--- config.mk ---
export PLATFORM = sky130hd
export DESIGN_NAME = rtcc_top
export DESIGN_NICKNAME = d
export VERILOG_FILES = /design/src/core/rtcc_pkg.sv /design/src/core/rtcc_divider.sv /design/src/core/rtcc_top.sv
export VERILOG_INCLUDE_DIRS = /design/src /design/src/core
export SDC_FILE = /design/constraint.sdc
export NUM_CORES = 1
export LEC_CHECK = 0
export BUFFER_PORTS_ARGS = -buffer_cell sky130_fd_sc_hd__buf_2
export CORE_UTILIZATION = 57
export CTS_CLUSTER_DIAMETER = 40
export DETAILED_ROUTE_END_ITERATION = 10
export PLACE_DENSITY_LB_ADDON = 0.12
export RECOVER_POWER = 25
export SETUP_SLACK_MARGIN = 0.02
export SLEW_MARGIN = 20
export SYNTH_ARGS = -nofsm -noshare
export SYNTH_HDL_FRONTEND = slang
export SYNTH_SLANG_ARGS = --single-unit
export TNS_END_PERCENT = 20
--- constraint.sdc ---
create_clock -name CLK -period 6.9 [get_ports CLK]
set_clock_uncertainty 0.15 [all_clocks]
set_input_delay 1.38 -clock CLK [delete_from_list [all_inputs] [get_ports CLK]]
set_output_delay 1.38 -clock CLK [all_outputs]
set_load 0.01 [all_outputs]
--- src/core/rtcc_regs.svh ---
`ifndef RTCC_REGS_SVH
`define RTCC_REGS_SVH

// ==========================================================
// Register offsets (byte addresses)
`define RTCC_OFF_CTRL1   8'h00
`define RTCC_OFF_CTRL2   8'h04
`define RTCC_OFF_CSR     8'h08
`define RTCC_OFF_SEC     8'h0C
`define RTCC_OFF_MIN     8'h10
`define RTCC_OFF_HOUR    8'h14
`define RTCC_OFF_WEEK    8'h18
`define RTCC_OFF_FLAG    8'h1C

// ==========================================================
// Field positions
`define RTCC_C1_RUN      7
`define RTCC_C1_MODE24   6
`define RTCC_C1_PM       5
`define RTCC_C1_SRST     4
`define RTCC_C1_INTAFT   3
`define RTCC_C2_OVF      5
`define RTCC_BUSY_BIT    7
`define RTCC_FLAG_BIT    0
`define RTCC_CS_TK       3

// ==========================================================
// Readable masks and reset values
`define RTCC_C1_MASK     8'hF8
`define RTCC_C2_MASK     8'h3F
`define RTCC_CS_MASK     8'h6F
`define RTCC_C1_RST      8'h00
`define RTCC_C2_RST      8'h00
`define RTCC_CS_RST      8'h08

// ==========================================================
// Time limits
`define RTCC_SEC_MAX     6'h3B
`define RTCC_MIN_MAX     6'h3B
`define RTCC_HR24_MAX    5'h17
`define RTCC_HR12_MAX    5'h0B
`define RTCC_WK_MAX      3'h6
`define RTCC_FRC_MAX     8'hFF

// ==========================================================
// Timing
`define RTCC_CLK_MHZ     20
`define RTCC_SECOND_US   1000000
`define RTCC_BUSY_US     62500

`endif

--- src/core/rtcc_pkg.sv ---
package rtcc_pkg;
	// Update sequencer states
	typedef enum logic {
		RTCC_IDLE,
		RTCC_BUSY
	} rtcc_state_t;
endpackage

--- src/core/rtcc_divider.sv ---
`timescale 1ns/10ps
`default_nettype none
`include "rtcc_regs.svh"

module rtcc_divider
	import rtcc_pkg::*;
(
	// Clock and reset
	input  wire logic       clk,
	input  wire logic       rstn,
	// Selects
	input  wire logic [2:0] src_sel,
	input  wire logic [1:0] out_sel,
	input  wire logic       out_en,
	// Results
	output logic            src_tick,
	output logic            clk_div
);

	logic [12:0] cnt;
	logic [12:0] ones;
	logic        next_div;

	// ==========================================================
	// Prescaler, free running so selects can change any time
	always_ff @(posedge clk or negedge rstn) begin
		if (!rstn)
			cnt <= 13'h0000;
		else
			cnt <= cnt + 13'h0001;
	end

	// Low bits all ones marks the last cycle of each period
	genvar i;
	generate
		for (i = 0; i < 13; i++) begin : g_ones
			assign ones[i] = &cnt[i:0];
		end
	endgenerate

	// Divide by 8,32,128,256,512,2048,4096,8192
	assign src_tick = (src_sel == 3'h0) ? ones[2]  :
	                  (src_sel == 3'h1) ? ones[4]  :
	                  (src_sel == 3'h2) ? ones[6]  :
	                  (src_sel == 3'h3) ? ones[7]  :
	                  (src_sel == 3'h4) ? ones[8]  :
	                  (src_sel == 3'h5) ? ones[10] :
	                  (src_sel == 3'h6) ? ones[11] : ones[12];

	// Divide by 4, 8, 16; code 11 gives a quiet low
	assign next_div = out_en & ((out_sel == 2'h0) ? cnt[1] :
	                            (out_sel == 2'h1) ? cnt[2] :
	                            (out_sel == 2'h2) ? cnt[3] : 1'b0);

	// Registered so the pin never glitches on a select change
	always_ff @(posedge clk or negedge rstn) begin
		if (!rstn)
			clk_div <= 1'b0;
		else
			clk_div <= next_div;
	end

endmodule
`default_nettype wire

--- src/core/rtcc_top.sv ---
`timescale 1ns/10ps
`default_nettype none
`include "rtcc_regs.svh"

module rtcc_top
	import rtcc_pkg::*;
#(
	parameter int SEC_CYCLES  = `RTCC_SECOND_US * `RTCC_CLK_MHZ,
	parameter int BUSY_CYCLES = `RTCC_BUSY_US * `RTCC_CLK_MHZ
)(
	// Clock and reset
	input  wire logic        CLK,
	input  wire logic        RSTN,
	// APB slave
	input  wire logic        PSEL,
	input  wire logic        PENABLE,
	input  wire logic        PWRITE,
	input  wire logic [7:0]  PADDR,
	input  wire logic [31:0] PWDATA,
	output logic      [31:0] PRDATA,
	output logic             PREADY,
	output logic             PSLVERR,
	// Chip state and port mode
	input  wire logic        PORT_MODE_CLKOUT,
	input  wire logic        CHIP_ACTIVE,
	// Pins and status
	output logic             CLOCK_OUTPUT_PIN,
	output logic             UPDATE_IN_PROGRESS,
	output logic             TIMER_EVENT_FLAG
);

	// ==========================================================
	// Declarations
	logic [7:0]  ctrl1;
	logic [7:0]  ctrl2;
	logic [7:0]  csr;
	logic [5:0]  sec;
	logic [5:0]  min;
	logic [4:0]  hr;
	logic [2:0]  wk;
	logic [7:0]  frc;
	logic [24:0] sec_cnt;
	logic [24:0] busy_cnt;
	rtcc_state_t state;
	logic        flag;
	logic [7:0]  rd_reg;

	// ==========================================================
	// APB decode
	wire setup    = PSEL & ~PENABLE;
	wire wr       = PSEL & PENABLE & PWRITE;
	wire [7:0] wd = PWDATA[7:0];
	wire hit_c1   = (PADDR == `RTCC_OFF_CTRL1);
	wire hit_c2   = (PADDR == `RTCC_OFF_CTRL2);
	wire hit_cs   = (PADDR == `RTCC_OFF_CSR);
	wire hit_sec  = (PADDR == `RTCC_OFF_SEC);
	wire hit_min  = (PADDR == `RTCC_OFF_MIN);
	wire hit_hr   = (PADDR == `RTCC_OFF_HOUR);
	wire hit_wk   = (PADDR == `RTCC_OFF_WEEK);
	wire hit_flag = (PADDR == `RTCC_OFF_FLAG);
	wire mapped   = hit_c1 | hit_c2 | hit_cs | hit_sec | hit_min |
	                hit_hr | hit_wk | hit_flag;

	// Zero wait state; unmapped addresses answer with an error
	assign PREADY  = 1'b1;
	assign PSLVERR = PSEL & PENABLE & ~mapped;

	// ==========================================================
	// Control fields
	wire run       = ctrl1[`RTCC_C1_RUN];
	wire mode24    = ctrl1[`RTCC_C1_MODE24];
	wire pm        = ctrl1[`RTCC_C1_PM];
	wire srst      = ctrl1[`RTCC_C1_SRST];
	wire int_after = ctrl1[`RTCC_C1_INTAFT];
	wire tk_mode   = csr[`RTCC_CS_TK];
	wire tk_run    = run & tk_mode & ~srst;
	wire fr_run    = run & ~tk_mode & ~srst;
	wire busy      = (state == RTCC_BUSY);

	// ==========================================================
	// Divider for counter source and clock output
	wire src_tick;
	wire clk_div;

	rtcc_divider rtcc_divider_inst (
		.clk      (CLK),
		.rstn     (RSTN),
		.src_sel  (csr[2:0]),
		.out_sel  (csr[6:5]),
		.out_en   (PORT_MODE_CLKOUT & CHIP_ACTIVE),
		.src_tick (src_tick),
		.clk_div  (clk_div)
	);

	assign CLOCK_OUTPUT_PIN = clk_div;

	// ==========================================================
	// Carry chain, evaluated on the values about to be stepped
	wire [4:0] hr_top  = mode24 ? `RTCC_HR24_MAX : `RTCC_HR12_MAX;
	wire sec_wrap      = (sec == `RTCC_SEC_MAX);
	wire min_wrap      = sec_wrap & (min == `RTCC_MIN_MAX);
	wire hr_wrap       = min_wrap & (hr == hr_top);
	wire day_roll      = hr_wrap & (mode24 | pm);
	wire wk_wrap       = day_roll & (wk == `RTCC_WK_MAX);

	// ==========================================================
	// Update sequencer timing
	wire sec_tick  = tk_run & (state == RTCC_IDLE) &
	                 (sec_cnt == 25'(SEC_CYCLES - 1));
	wire busy_done = busy & (busy_cnt == 25'(BUSY_CYCLES - 1));
	wire frc_tick  = fr_run & src_tick;
	wire frc_ovf   = frc_tick & (frc == `RTCC_FRC_MAX);

	// Periodic events at busy start or at busy end
	wire periodic  = int_after ? busy_done : sec_tick;

	// ==========================================================
	// Event vector in control-two bit order
	wire [5:0] events = {
		frc_ovf & ~tk_mode,
		periodic & wk_wrap,
		periodic & day_roll,
		periodic & min_wrap,
		periodic & sec_wrap,
		periodic
	};
	wire event_hit = |(events & ctrl2[5:0]);

	wire flag_clr  = wr & hit_flag & ~wd[`RTCC_FLAG_BIT];

	// Set beats a clear arriving in the same cycle
	always_ff @(posedge CLK or negedge RSTN) begin
		if (!RSTN)
			flag <= 1'b0;
		else if (event_hit)
			flag <= 1'b1;
		else if (flag_clr)
			flag <= 1'b0;
	end

	assign TIMER_EVENT_FLAG = flag;

	// ==========================================================
	// Control register one; hardware flips the afternoon flag
	wire pm_flip = busy_done & hr_wrap & ~mode24;

	always_ff @(posedge CLK or negedge RSTN) begin
		if (!RSTN)
			ctrl1 <= `RTCC_C1_RST;
		else if (wr & hit_c1)
			ctrl1 <= wd & `RTCC_C1_MASK;
		else if (srst)
			ctrl1 <= ctrl1 & (8'h01 << `RTCC_C1_SRST);
		else if (pm_flip)
			ctrl1[`RTCC_C1_PM] <= ~pm;
	end

	// Control register two
	always_ff @(posedge CLK or negedge RSTN) begin
		if (!RSTN)
			ctrl2 <= `RTCC_C2_RST;
		else if (wr & hit_c2)
			ctrl2 <= wd & `RTCC_C2_MASK;
		else if (srst)
			ctrl2 <= `RTCC_C2_RST;
	end

	// Source select: soft reset leaves it alone
	always_ff @(posedge CLK or negedge RSTN) begin
		if (!RSTN)
			csr <= `RTCC_CS_RST;
		else if (wr & hit_cs)
			csr <= wd & `RTCC_CS_MASK;
	end

	// ==========================================================
	// Update sequencer: one second, then busy, then new time
	always_ff @(posedge CLK or negedge RSTN) begin
		if (!RSTN) begin
			state    <= RTCC_IDLE;
			sec_cnt  <= 25'h0000000;
			busy_cnt <= 25'h0000000;
		end else if (srst | ~tk_mode) begin
			state    <= RTCC_IDLE;
			sec_cnt  <= 25'h0000000;
			busy_cnt <= 25'h0000000;
		end else begin
			unique case (state)
				RTCC_IDLE: begin
					busy_cnt <= 25'h0000000;
					if (sec_tick) begin
						sec_cnt <= 25'h0000000;
						state   <= RTCC_BUSY;
					end else if (tk_run) begin
						sec_cnt <= sec_cnt + 25'h0000001;
					end
				end
				RTCC_BUSY: begin
					sec_cnt  <= sec_cnt + 25'h0000001;
					busy_cnt <= busy_cnt + 25'h0000001;
					if (busy_done)
						state <= RTCC_IDLE;
				end
			endcase
		end
	end

	assign UPDATE_IN_PROGRESS = busy;

	// ==========================================================
	// Time registers: no async reset so they survive RSTN
	wire [5:0] next_sec = sec_wrap ? 6'h00 : sec + 6'h01;
	wire [5:0] next_min = min_wrap ? 6'h00 : min + 6'h01;
	wire [4:0] next_hr  = hr_wrap  ? 5'h00 : hr + 5'h01;
	wire [2:0] next_wk  = wk_wrap  ? 3'h0  : wk + 3'h1;

	always_ff @(posedge CLK) begin
		if (srst) begin
			sec <= 6'h00;
			min <= 6'h00;
			hr  <= 5'h00;
			wk  <= 3'h0;
		end else if (wr & (hit_sec | hit_min | hit_hr | hit_wk)) begin
			if (hit_sec)
				sec <= wd[5:0];
			if (hit_min)
				min <= wd[5:0];
			if (hit_hr)
				hr  <= wd[4:0];
			if (hit_wk)
				wk  <= wd[2:0];
		end else if (busy_done) begin
			sec <= next_sec;
			if (sec_wrap)
				min <= next_min;
			if (min_wrap)
				hr  <= next_hr;
			if (day_roll)
				wk  <= next_wk;
		end
	end

	// ==========================================================
	// Free-running counter
	always_ff @(posedge CLK or negedge RSTN) begin
		if (!RSTN)
			frc <= 8'h00;
		else if (srst)
			frc <= 8'h00;
		else if (frc_tick)
			frc <= frc + 8'h01;
	end

	// ==========================================================
	// Read data, captured in the setup phase
	wire [7:0] busy_msb = {busy, 7'h00};
	wire [7:0] rd_sec = tk_mode ? (busy_msb | {2'h0, sec}) : frc;
	wire [7:0] rd_mux =
		hit_c1   ? (ctrl1 & `RTCC_C1_MASK) :
		hit_c2   ? (ctrl2 & `RTCC_C2_MASK) :
		hit_cs   ? (csr & `RTCC_CS_MASK) :
		hit_sec  ? rd_sec :
		hit_min  ? (busy_msb | {2'h0, min}) :
		hit_hr   ? (busy_msb | {3'h0, hr}) :
		hit_wk   ? (busy_msb | {5'h00, wk}) :
		hit_flag ? (busy_msb | {7'h00, flag}) : 8'h00;

	always_ff @(posedge CLK or negedge RSTN) begin
		if (!RSTN)
			rd_reg <= 8'h00;
		else if (setup & ~PWRITE)
			rd_reg <= rd_mux;
	end

	assign PRDATA = {24'h000000, rd_reg};

endmodule
`default_nettype wire

After elaboration in Yosys (flattened, before gate mapping)
Cells that the tools add are included.
{"block": "op_classes", "n_addsub": 8, "eq_ne": 27, "mux": 61, "n_bitwise": 60, "n_reduce_logical": 25}
{"op": "2-to-1 mux 25 bit", "count": 4}
{"op": "case mux 25 bit (2 select lines)", "count": 2}
{"op": "2-to-1 mux 8 bit", "count": 12}
{"op": "2-to-1 mux 6 bit", "count": 11}
{"op": "adder 25 x 1 -> 25 bit (second input constant)", "count": 2}
{"op": "2-to-1 mux 5 bit", "count": 7}
{"op": "AND 1 bit", "count": 33}
{"op": "== test 8 x 5 -> 1 bit (second input constant)", "count": 4}
{"op": "== test 25 x 21 -> 1 bit (second input constant)", "count": 1}
{"op": "== test 25 bit (second input constant)", "count": 1}
{"op": "2-to-1 mux 1 bit", "count": 18}
{"op": "== test 8 x 4 -> 1 bit (second input constant)", "count": 2}
{"op": "OR 8 x 6 -> 8 bit", "count": 2}
{"op": "nonzero test 2 bit", "count": 8}
{"op": "2-to-1 mux 3 bit", "count": 5}
{"op": "adder 13 x 1 -> 13 bit (second input constant)", "count": 1}
{"op": "AND reduction 13 bit", "count": 1}
{"op": "adder 6 x 1 -> 6 bit (second input constant)", "count": 2}
{"op": "== test 3 bit (second input constant)", "count": 4}
{"op": "== test 6 bit (second input constant)", "count": 2}
{"op": "OR 1 bit", "count": 12}
{"op": "AND reduction 12 bit", "count": 1}
{"op": "AND reduction 3 bit", "count": 4}
{"op": "AND reduction 11 bit", "count": 1}
{"op": "29 further kinds", "count": 41}
{"block": "word_totals", "register_bits": 122, "word_cells": 198}

Longest topological paths before layout
Gate-level depths: netlist of run 1.
{"block": "depth", "depth_word": 14, "depth_mapped": 11}

Hierarchy
A second synthesis of run 1 with hierarchy kept.
{"block": "hier_totals", "hier_cells": 760, "hier_area_um2": 6930.4}
{"module": "rtcc_top", "n_inst": 1, "cells_each": 696, "area_each_um2": 6238.5}
{"module": "rtcc_divider", "n_inst": 1, "cells_each": 64, "area_each_um2": 691.9}

Worst setup path before layout of run 1
OpenSTA, ideal clock, no wires.
{"block": "synth_path", "path_type": "in2out", "from": "input port PADDR[0]", "to": "output port PSLVERR", "arrival_ps": 2398, "required_ps": 5370, "setup_slack_ps": 2972, "stages": 3, "n_path_buf": 0, "path_cell_list": "or4_1 > or2_2 > and2_1"}
{"block": "synth_between", "elab_chain_cells": 10, "word_cells_on_any_way": 17}
{"item": "from (decl)", "line_no": "rtcc_top.sv:18", "source": "input wire logic [7:0] PADDR,"}
{"item": "== test 8 x 3 -> 1 bit (no source line) / logical NOT 8 bit (equally long branches)"}
{"item": "OR 1 bit (5 in a row)", "line_no": "rtcc_top.sv:61", "source": "wire mapped = hit_c1 | hit_c2 | hit_cs | hit_sec | hit_min |"}
{"item": "OR 1 bit", "line_no": "rtcc_top.sv:62", "source": "hit_hr | hit_wk | hit_flag;"}
{"item": "OR 1 bit (*)", "line_no": "rtcc_top.sv:62"}
{"item": "NOT 1 bit (*)", "line_no": "rtcc_top.sv:66", "source": "assign PSLVERR = PSEL & PENABLE & ~mapped;"}
{"item": "AND 1 bit (*)", "line_no": "rtcc_top.sv:66"}
{"item": "to (decl)", "line_no": "rtcc_top.sv:22", "source": "output logic PSLVERR,"}
Mark *: on every way between the ends. The rest lies on a longest branch, timed or not.

Final worst setup path of run 1
Same ends and word-level chain as after synthesis.

==> impl_metrics.csv, run 1 <==
group,metric,value,unit
outcome,status,"complete, but fails checks",
outcome,violations,"DRC, capacitance limit, slew limit",
setup_path,crit_top_cell,"buf_2",
clock_tree,path_clk_slew,50,ps
logic_synthesis,synth.top_cell.area_share,0.358,
grt,grt_usage,0.284,
routing,num_vias,5904,
grt,use_met1,0.395,
floorplanning,start_util,0.592,
setup_path,ff2ff_path_depth,11,
clock_tree,cts_tree,"done",
timing,fmax,239,MHz
setup_path,cp.required,5370,ps
clock_tree,clk_path_buf_depth,2,
floorplanning,ios,84,
setup_path,slowest_stage,"or4_1",
final_layout,area_growth,10.9,%
routing,firstDrtPassIters,10,
setup_path,worstSetupEndpointType,"output pin",
power_and_ir_drop,irDropWorstVdd,0.192,mV
power_and_ir_drop,clockPowerShare,0.472,
logic_synthesis,netlist_instances,769,
logic_synthesis,ys_ff_latch,119,
timing,worst_pin_slew,1850,ps
setup_path,critPathArrivalTime,2650,ps
final_layout,multi_input_area,0.00370,mm^2
power_and_ir_drop,switching_share,0.246,
flow_run,maxCapViolCount,2,
logic_synthesis,synthArstFlopShare,0.832,
final_layout,reg_top3,"busy_cnt (25), sec_cnt (25), rtcc_divider_inst.cnt (13)",
setup_path,crit_family,"simple AND/OR/NAND/NOR gates",
timing,post-route-period-util,0.606,
logic_synthesis,yosysWarningCount,0,
placed_design,gp_congestion,0.884,
logic_synthesis,syn_avg_cell_area,8.91,um^2
setup_path,crit_path_end,"PSLVERR",
floorplanning,die_h,112,um
grt,antenna_found_initial,0,
timing,fin_crit,4180,ps
timing,grt_setup_unrepaired,"false",
setup_path,criticalPathCategory,"input port to output pin",
placed_design,port_buffers,34,
timing,drv_slew,102,
power_and_ir_drop,total_power,1.77,mW
grt,met3_usage,0.0544,
setup_path,cp_cell_sequence,"buf_2, or4_1, or2_2, and2_1, buf_2",
logic_synthesis,synth_area,0.00685,mm^2
floorplanning,rows,39,
routing,drc,8,
routing,vias_per_cell,6.19,
power_and_ir_drop,p_comb_frac,0.087,
timing,setup_viol,0,
final_layout,layout-drive-gt1-share,0.112,
floorplanning,die_area,0.0125,mm^2
power_and_ir_drop,leakagePower,3.09,nW
power_and_ir_drop,powerDensity,234,mW/mm^2
timing,tns,0,ps
logic_synthesis,synthDistinctLibCells,68,
logic_synthesis,synthTopCellsByArea,"dfrtp_1 36%, dfxtp_1 5.8%, nand2_1 4.3%",
logic_synthesis,synth_ff_type,"dfrtp_1",
final_layout,nFillCells,973,
logic_synthesis,synth-edff-count,0,
logic_synthesis,yosysTopAreaCell,"dfrtp_1",
clock_tree,cts_resized,0,
clock_tree,cts_sinks,119,
grt,grt_pass1_wl,27700,um
clock_tree,postCtsSetupBuffers,0,
setup_path,reg2reg_from,"rtcc_divider_inst.cnt[0]",
setup_path,r2r_slack,3540,ps
setup_path,cp-startpoint,"PADDR[0]",
setup_path,cp_num_cells,5,
placed_design,dp.final_hpwl,11800,um
clock_tree,numCtsBuffers,17,
min_path,worstHoldPathType,"register to register",
clock_tree,cts_htree_levels,4,
timing,slew-limit-headroom,-0.231,
floorplanning,die_x,112,um
grt,met2_usage,0.437,
floorplanning,core,0.0116,mm^2
power_and_ir_drop,power_switching,0.437,mW
clock_tree,clk_latency,420,ps
routing,drtIter0Drc,477,
setup_path,max_stage_delay,570,ps
routing,final_antenna_net_count,0,
final_layout,final_nets,857,
final_layout,ff_latch_area,0.00288,mm^2
clock_tree,postCtsHoldBufs,0,
setup_path,cp-start-kind,"input port",
routing,wire_per_inst,17.3,um
logic_synthesis,yosysSeqAreaShare,0.420,
timing,hold_viol_final,0,
grt,grt_max_degree,66,
final_layout,n_antenna_cell,0,
power_and_ir_drop,internal-power,1.34,mW
grt,gr-total-overflow,0,
setup_path,r2r_end,"frc[7]",
setup_path,cp.buffers_inverters,2,
final_layout,final_core_util,0.657,
clock_tree,cts_root_buf,"clkbuf_16",
power_and_ir_drop,pwr-share-seq,0.442,
grt,grt_pass1_vias,5563,
setup_path,path_max_fanout,4,
routing,wl,16500,um
timing,holdWs,314,ps
grt,top_usage_layer,"met2",
==> power groups by stage <==
stage / clock (mW) / sequential [mW] / combinational, mW
2_1_floorplan: 0 / 0.775 / 0.116
3_3_place_gp: 0 / 0.792 / 0.147
3_5_place_dp: 0 / 0.793 / 0.153
4_1_cts: 0.845 / 0.782 / 0.154
5_1_grt: 0.874 / 0.788 / 0.173
6_report: 0.837 / 0.784 / 0.154
==> how the worst min path moves through the flow <==
stage,startpoint,endpoint,slack [ps],cells past startpoint
2_1_floorplan,busy_cnt[0],busy_cnt[0],280,1
3_3_place_gp,busy_cnt[0],busy_cnt[0],290,1
3_5_place_dp,busy_cnt[0],busy_cnt[0],310,1
4_1_cts,busy_cnt[0],busy_cnt[0],320,1
5_1_grt,busy_cnt[0],busy_cnt[0],340,1
6_report,busy_cnt[0],busy_cnt[0],310,1
==> metal layers <==
metal / up-vias / wire length (um)
li1: 2787 / -
met3: 25 / 930
met2: 188 / 7620
met5: - / 0
met4: 0 / 311
met1: 2904 / 7680
==> kinds of logic after synthesis <==
family	share of synthesized area
buf+inv	0.0528
xor+xnor	0.0550
flops	0.420
mux	0.0484
fa+ha+maj	0.0219
compound gates	0.145
other cells	0.00110
simple gates	0.256
==> synth_stat cells, types with 13 or more instances <==
library cell  count
xor2_1           21
mux2i_1          14
nand3_1          45
nand2_1          79
and3_1           15
dfrtp_1          98
nor2_1           73
a21oi_1          33
nor3_1           13
xnor2_1          22
clkbuf_1         23
buf_4            25
or3_1            16
o31ai_1          14
o21ai_0          58
inv_1            18
nor2b_1          15
nand4_1          19
dfxtp_1          20
==> cells in the final DEF (no fill, tap or decap), drive strengths merged, types with 8 or more instances in the layout <==
master	instances
mux2	11
nor2	73
o31ai	14
nand2b	10
buf	37
xnor2	22
a21oi	33
nor2b	15
inv	18
nand4	19
dfrtp	98
nand2	79
a211oi	8
conb	25
ha	12
and3	15
and2	8
dfxtp	20
mux2i	14
nand3	45
o21ai	58
clkbuf	32
xor2	21
or3	16
nor3	13
==> final cells by class <==
| cell class | count | share of cell area |
|---|---|---|
| clock buffer | 29 | 0.0685 |
| clock inverter | 3 | 0.00527 |
| inverter | 18 | 0.00889 |
| multi-input combinational | 602 | 0.487 |
| sequential | 119 | 0.379 |
| tap | 143 | 0.0236 |
| timing repair buffer | 40 | 0.0277 |
==> per-stage QoR <==
| step | worst slack, ps | instance area (um^2) | cells |
|---|---|---|---|
| final | 2720 | 7600 | 954 |
| after global routing | 2230 | 7600 | 954 |
| after CTS | 2720 | 7600 | 954 |
| after detailed placement | 2730 | 7040 | 922 |
| after global placement | 2730 | 7040 | 922 |
| after floorplan | 2970 | 6940 | 792 |
No activity file was read; power rests on OpenSTA's default activity.
==> inputs of run 2 (changes only) <==
- CORE_UTILIZATION: 57 -> 53
- clock period: 6.9 -> 3.44 ns (I/O delays scaled with it)
==> run 2 against run 1 <==
Compared with the run above: the run now ends clean; utilization decreased by 4.4 points; non-clock buffer count increased by 10; critical path depth increased by 6; total power increased by 100%; flip-flop and latch count unchanged; via count about the same; count of clock-buffer cells in the layout decreased by 6; sequential power increased by 100%; critical path type is now register to register; register-to-register slack got worse by 3300 ps; cell count increased by 4.1%.
==> impl_metrics.csv, run 2 (synthesis gave the netlist of run 1 again) <==
group,metric,value,unit
timing,grt_setup_unrepaired,"true",
outcome,status,"completed",
setup_path,max_stage_delay,450,ps
timing,tns,0,ps
grt,grt_pass1_wl,27600,um
routing,num_vias,5899,
final_layout,final_nets,867,
floorplanning,start_util,0.543,
timing,slew-limit-headroom,0.0155,
setup_path,slowest_stage,"a2111oi_1",
power_and_ir_drop,irDropWorstVdd,0.382,mV
timing,holdWs,288,ps
timing,hold_viol_final,0,
routing,wl,16800,um
clock_tree,cts_htree_levels,4,
clock_tree,numCtsBuffers,17,
final_layout,layout-drive-gt1-share,0.130,
placed_design,dp.final_hpwl,11900,um
clock_tree,cts_sinks,119,
floorplanning,die_h,116,um
floorplanning,core,0.0126,mm^2
grt,grt_max_degree,81,
setup_path,r2r_slack,260,ps
setup_path,critPathArrivalTime,3370,ps
placed_design,pre_cts_ws,149,ps
power_and_ir_drop,powerDensity,469,mW/mm^2
floorplanning,die_x,116,um
setup_path,crit_top_cell,"ha_1",
final_layout,final_common_cell,"dfrtp_1",
timing,setup_viol,0,
timing,fin_crit,3180,ps
clock_tree,path_clk_slew,50,ps
timing,drv_slew,0,
final_layout,stdcell_count,993,
min_path,worstHoldPathType,"input port to asynchronous set/reset pin",
clock_tree,clk_path_buf_depth,2,
setup_path,worstSetupEndpointType,"register",
setup_path,cp.buffers_inverters,1,
timing,worst_pin_slew,1480,ps
grt,gr-total-overflow,0,
timing,fmax,315,MHz
final_layout,final_area,0.00773,mm^2
floorplanning,ios,84,
clock_tree,postCtsSetupBuffers,0,
placed_design,port_buffers,34,
final_layout,final_core_util,0.613,
routing,vias_per_cell,5.94,
timing,post-route-period-util,0.923,
routing,wire_per_inst,16.9,um
power_and_ir_drop,leakagePower,3.16,nW
clock_tree,postCtsHoldBufs,0,
routing,final_antenna_net_count,0,
final_layout,reg_top3,"busy_cnt (25), sec_cnt (25), rtcc_divider_inst.cnt (13)",
final_layout,nFillCells,1150,
clock_tree,cts_tree,"done",
setup_path,criticalPathCategory,"register to register",
setup_path,path_max_fanout,11,
grt,antenna_found_initial,0,
routing,drc,0,
floorplanning,die_area,0.0134,mm^2
clock_tree,clk_latency,420,ps
grt,grt_pass1_vias,5480,
clock_tree,cts_resized,0,
clock_tree,cts_root_buf,"clkbuf_16",
final_layout,mostFrequentLayoutCells,"98 x dfrtp_1, 79 x nand2_1, 73 x nor2_1",
setup_path,cp-start-kind,"register",
routing,drtIter0Drc,584,
setup_path,cp.required,3630,ps
grt,grt_usage,0.270,
setup_path,cp_cell_sequence,"ha_1, and2_1, and3_1, ha_1, nor3b_1, o31a_1, a2111oi_1, o21ai_1, buf_4, or3_1, a21oi_1",
placed_design,gp_congestion,0.891,
floorplanning,rows,41,
final_layout,n_antenna_cell,0,
placed_design,placed_cell_area,0.00715,mm^2
timing,setup_slack,264,ps
flow_run,maxCapViolCount,0,
placed_design,dpl.cell_count,960,
power_and_ir_drop,total_power,3.63,mW
final_layout,area_growth,12.9,%
routing,firstDrtPassIters,5,
setup_path,crit_family,"compound AO/OA/AOI/OAI gates",
==> run 2: per-layer routing <==
| metal | up-vias | wire length [um] | GRT usage | share of wire |
|---|---|---|---|---|
| met5 | - | 0 | 0 | 0 |
| met4 | 0 | 308 | 0.0991 | 0.018 |
| li1 | 2804 | - | - | - |
| met2 | 204 | 7750 | 0.408 | 0.46 |
| met1 | 2859 | 7630 | 0.379 | 0.45 |
| met3 | 32 | 1090 | 0.0628 | 0.065 |
==> run 2: power breakdown <==
group | total [mW] | switching, mW | internal (mW)
Clock | 1.74 | 0.607 | 1.13
Combinational | 0.311 | 0.181 | 0.130
Sequential | 1.58 | 0.107 | 1.47
==> run 2: final timing paths <==
kind | start | end | cells after the start
setup / recovery | rtcc_divider_inst.cnt[0] | frc[4] | 11
hold / removal | RSTN | sec_cnt[22] | 1
setup reg to reg | rtcc_divider_inst.cnt[0] | frc[4] | 11
hold reg to reg | busy_cnt[0] | busy_cnt[0] | 1
max in group asynchronous | RSTN | frc[6] | 3
min in group CLK | busy_cnt[0] | busy_cnt[0] | 1
==> run 2: area by class of cell <==
| type | count | area (um^2) | area share |
|---|---|---|---|
| Timing Repair Buffer | 50 | 283 | 0.0366 |
| Tap cell | 172 | 215 | 0.0278 |
| Clock inverter | 9 | 97.6 | 0.0126 |
| Sequential cell | 119 | 2880 | 0.372 |
| Clock buffer | 23 | 488 | 0.0631 |
| Multi-Input combinational cell | 602 | 3700 | 0.479 |
| Inverter | 18 | 67.6 | 0.00874 |
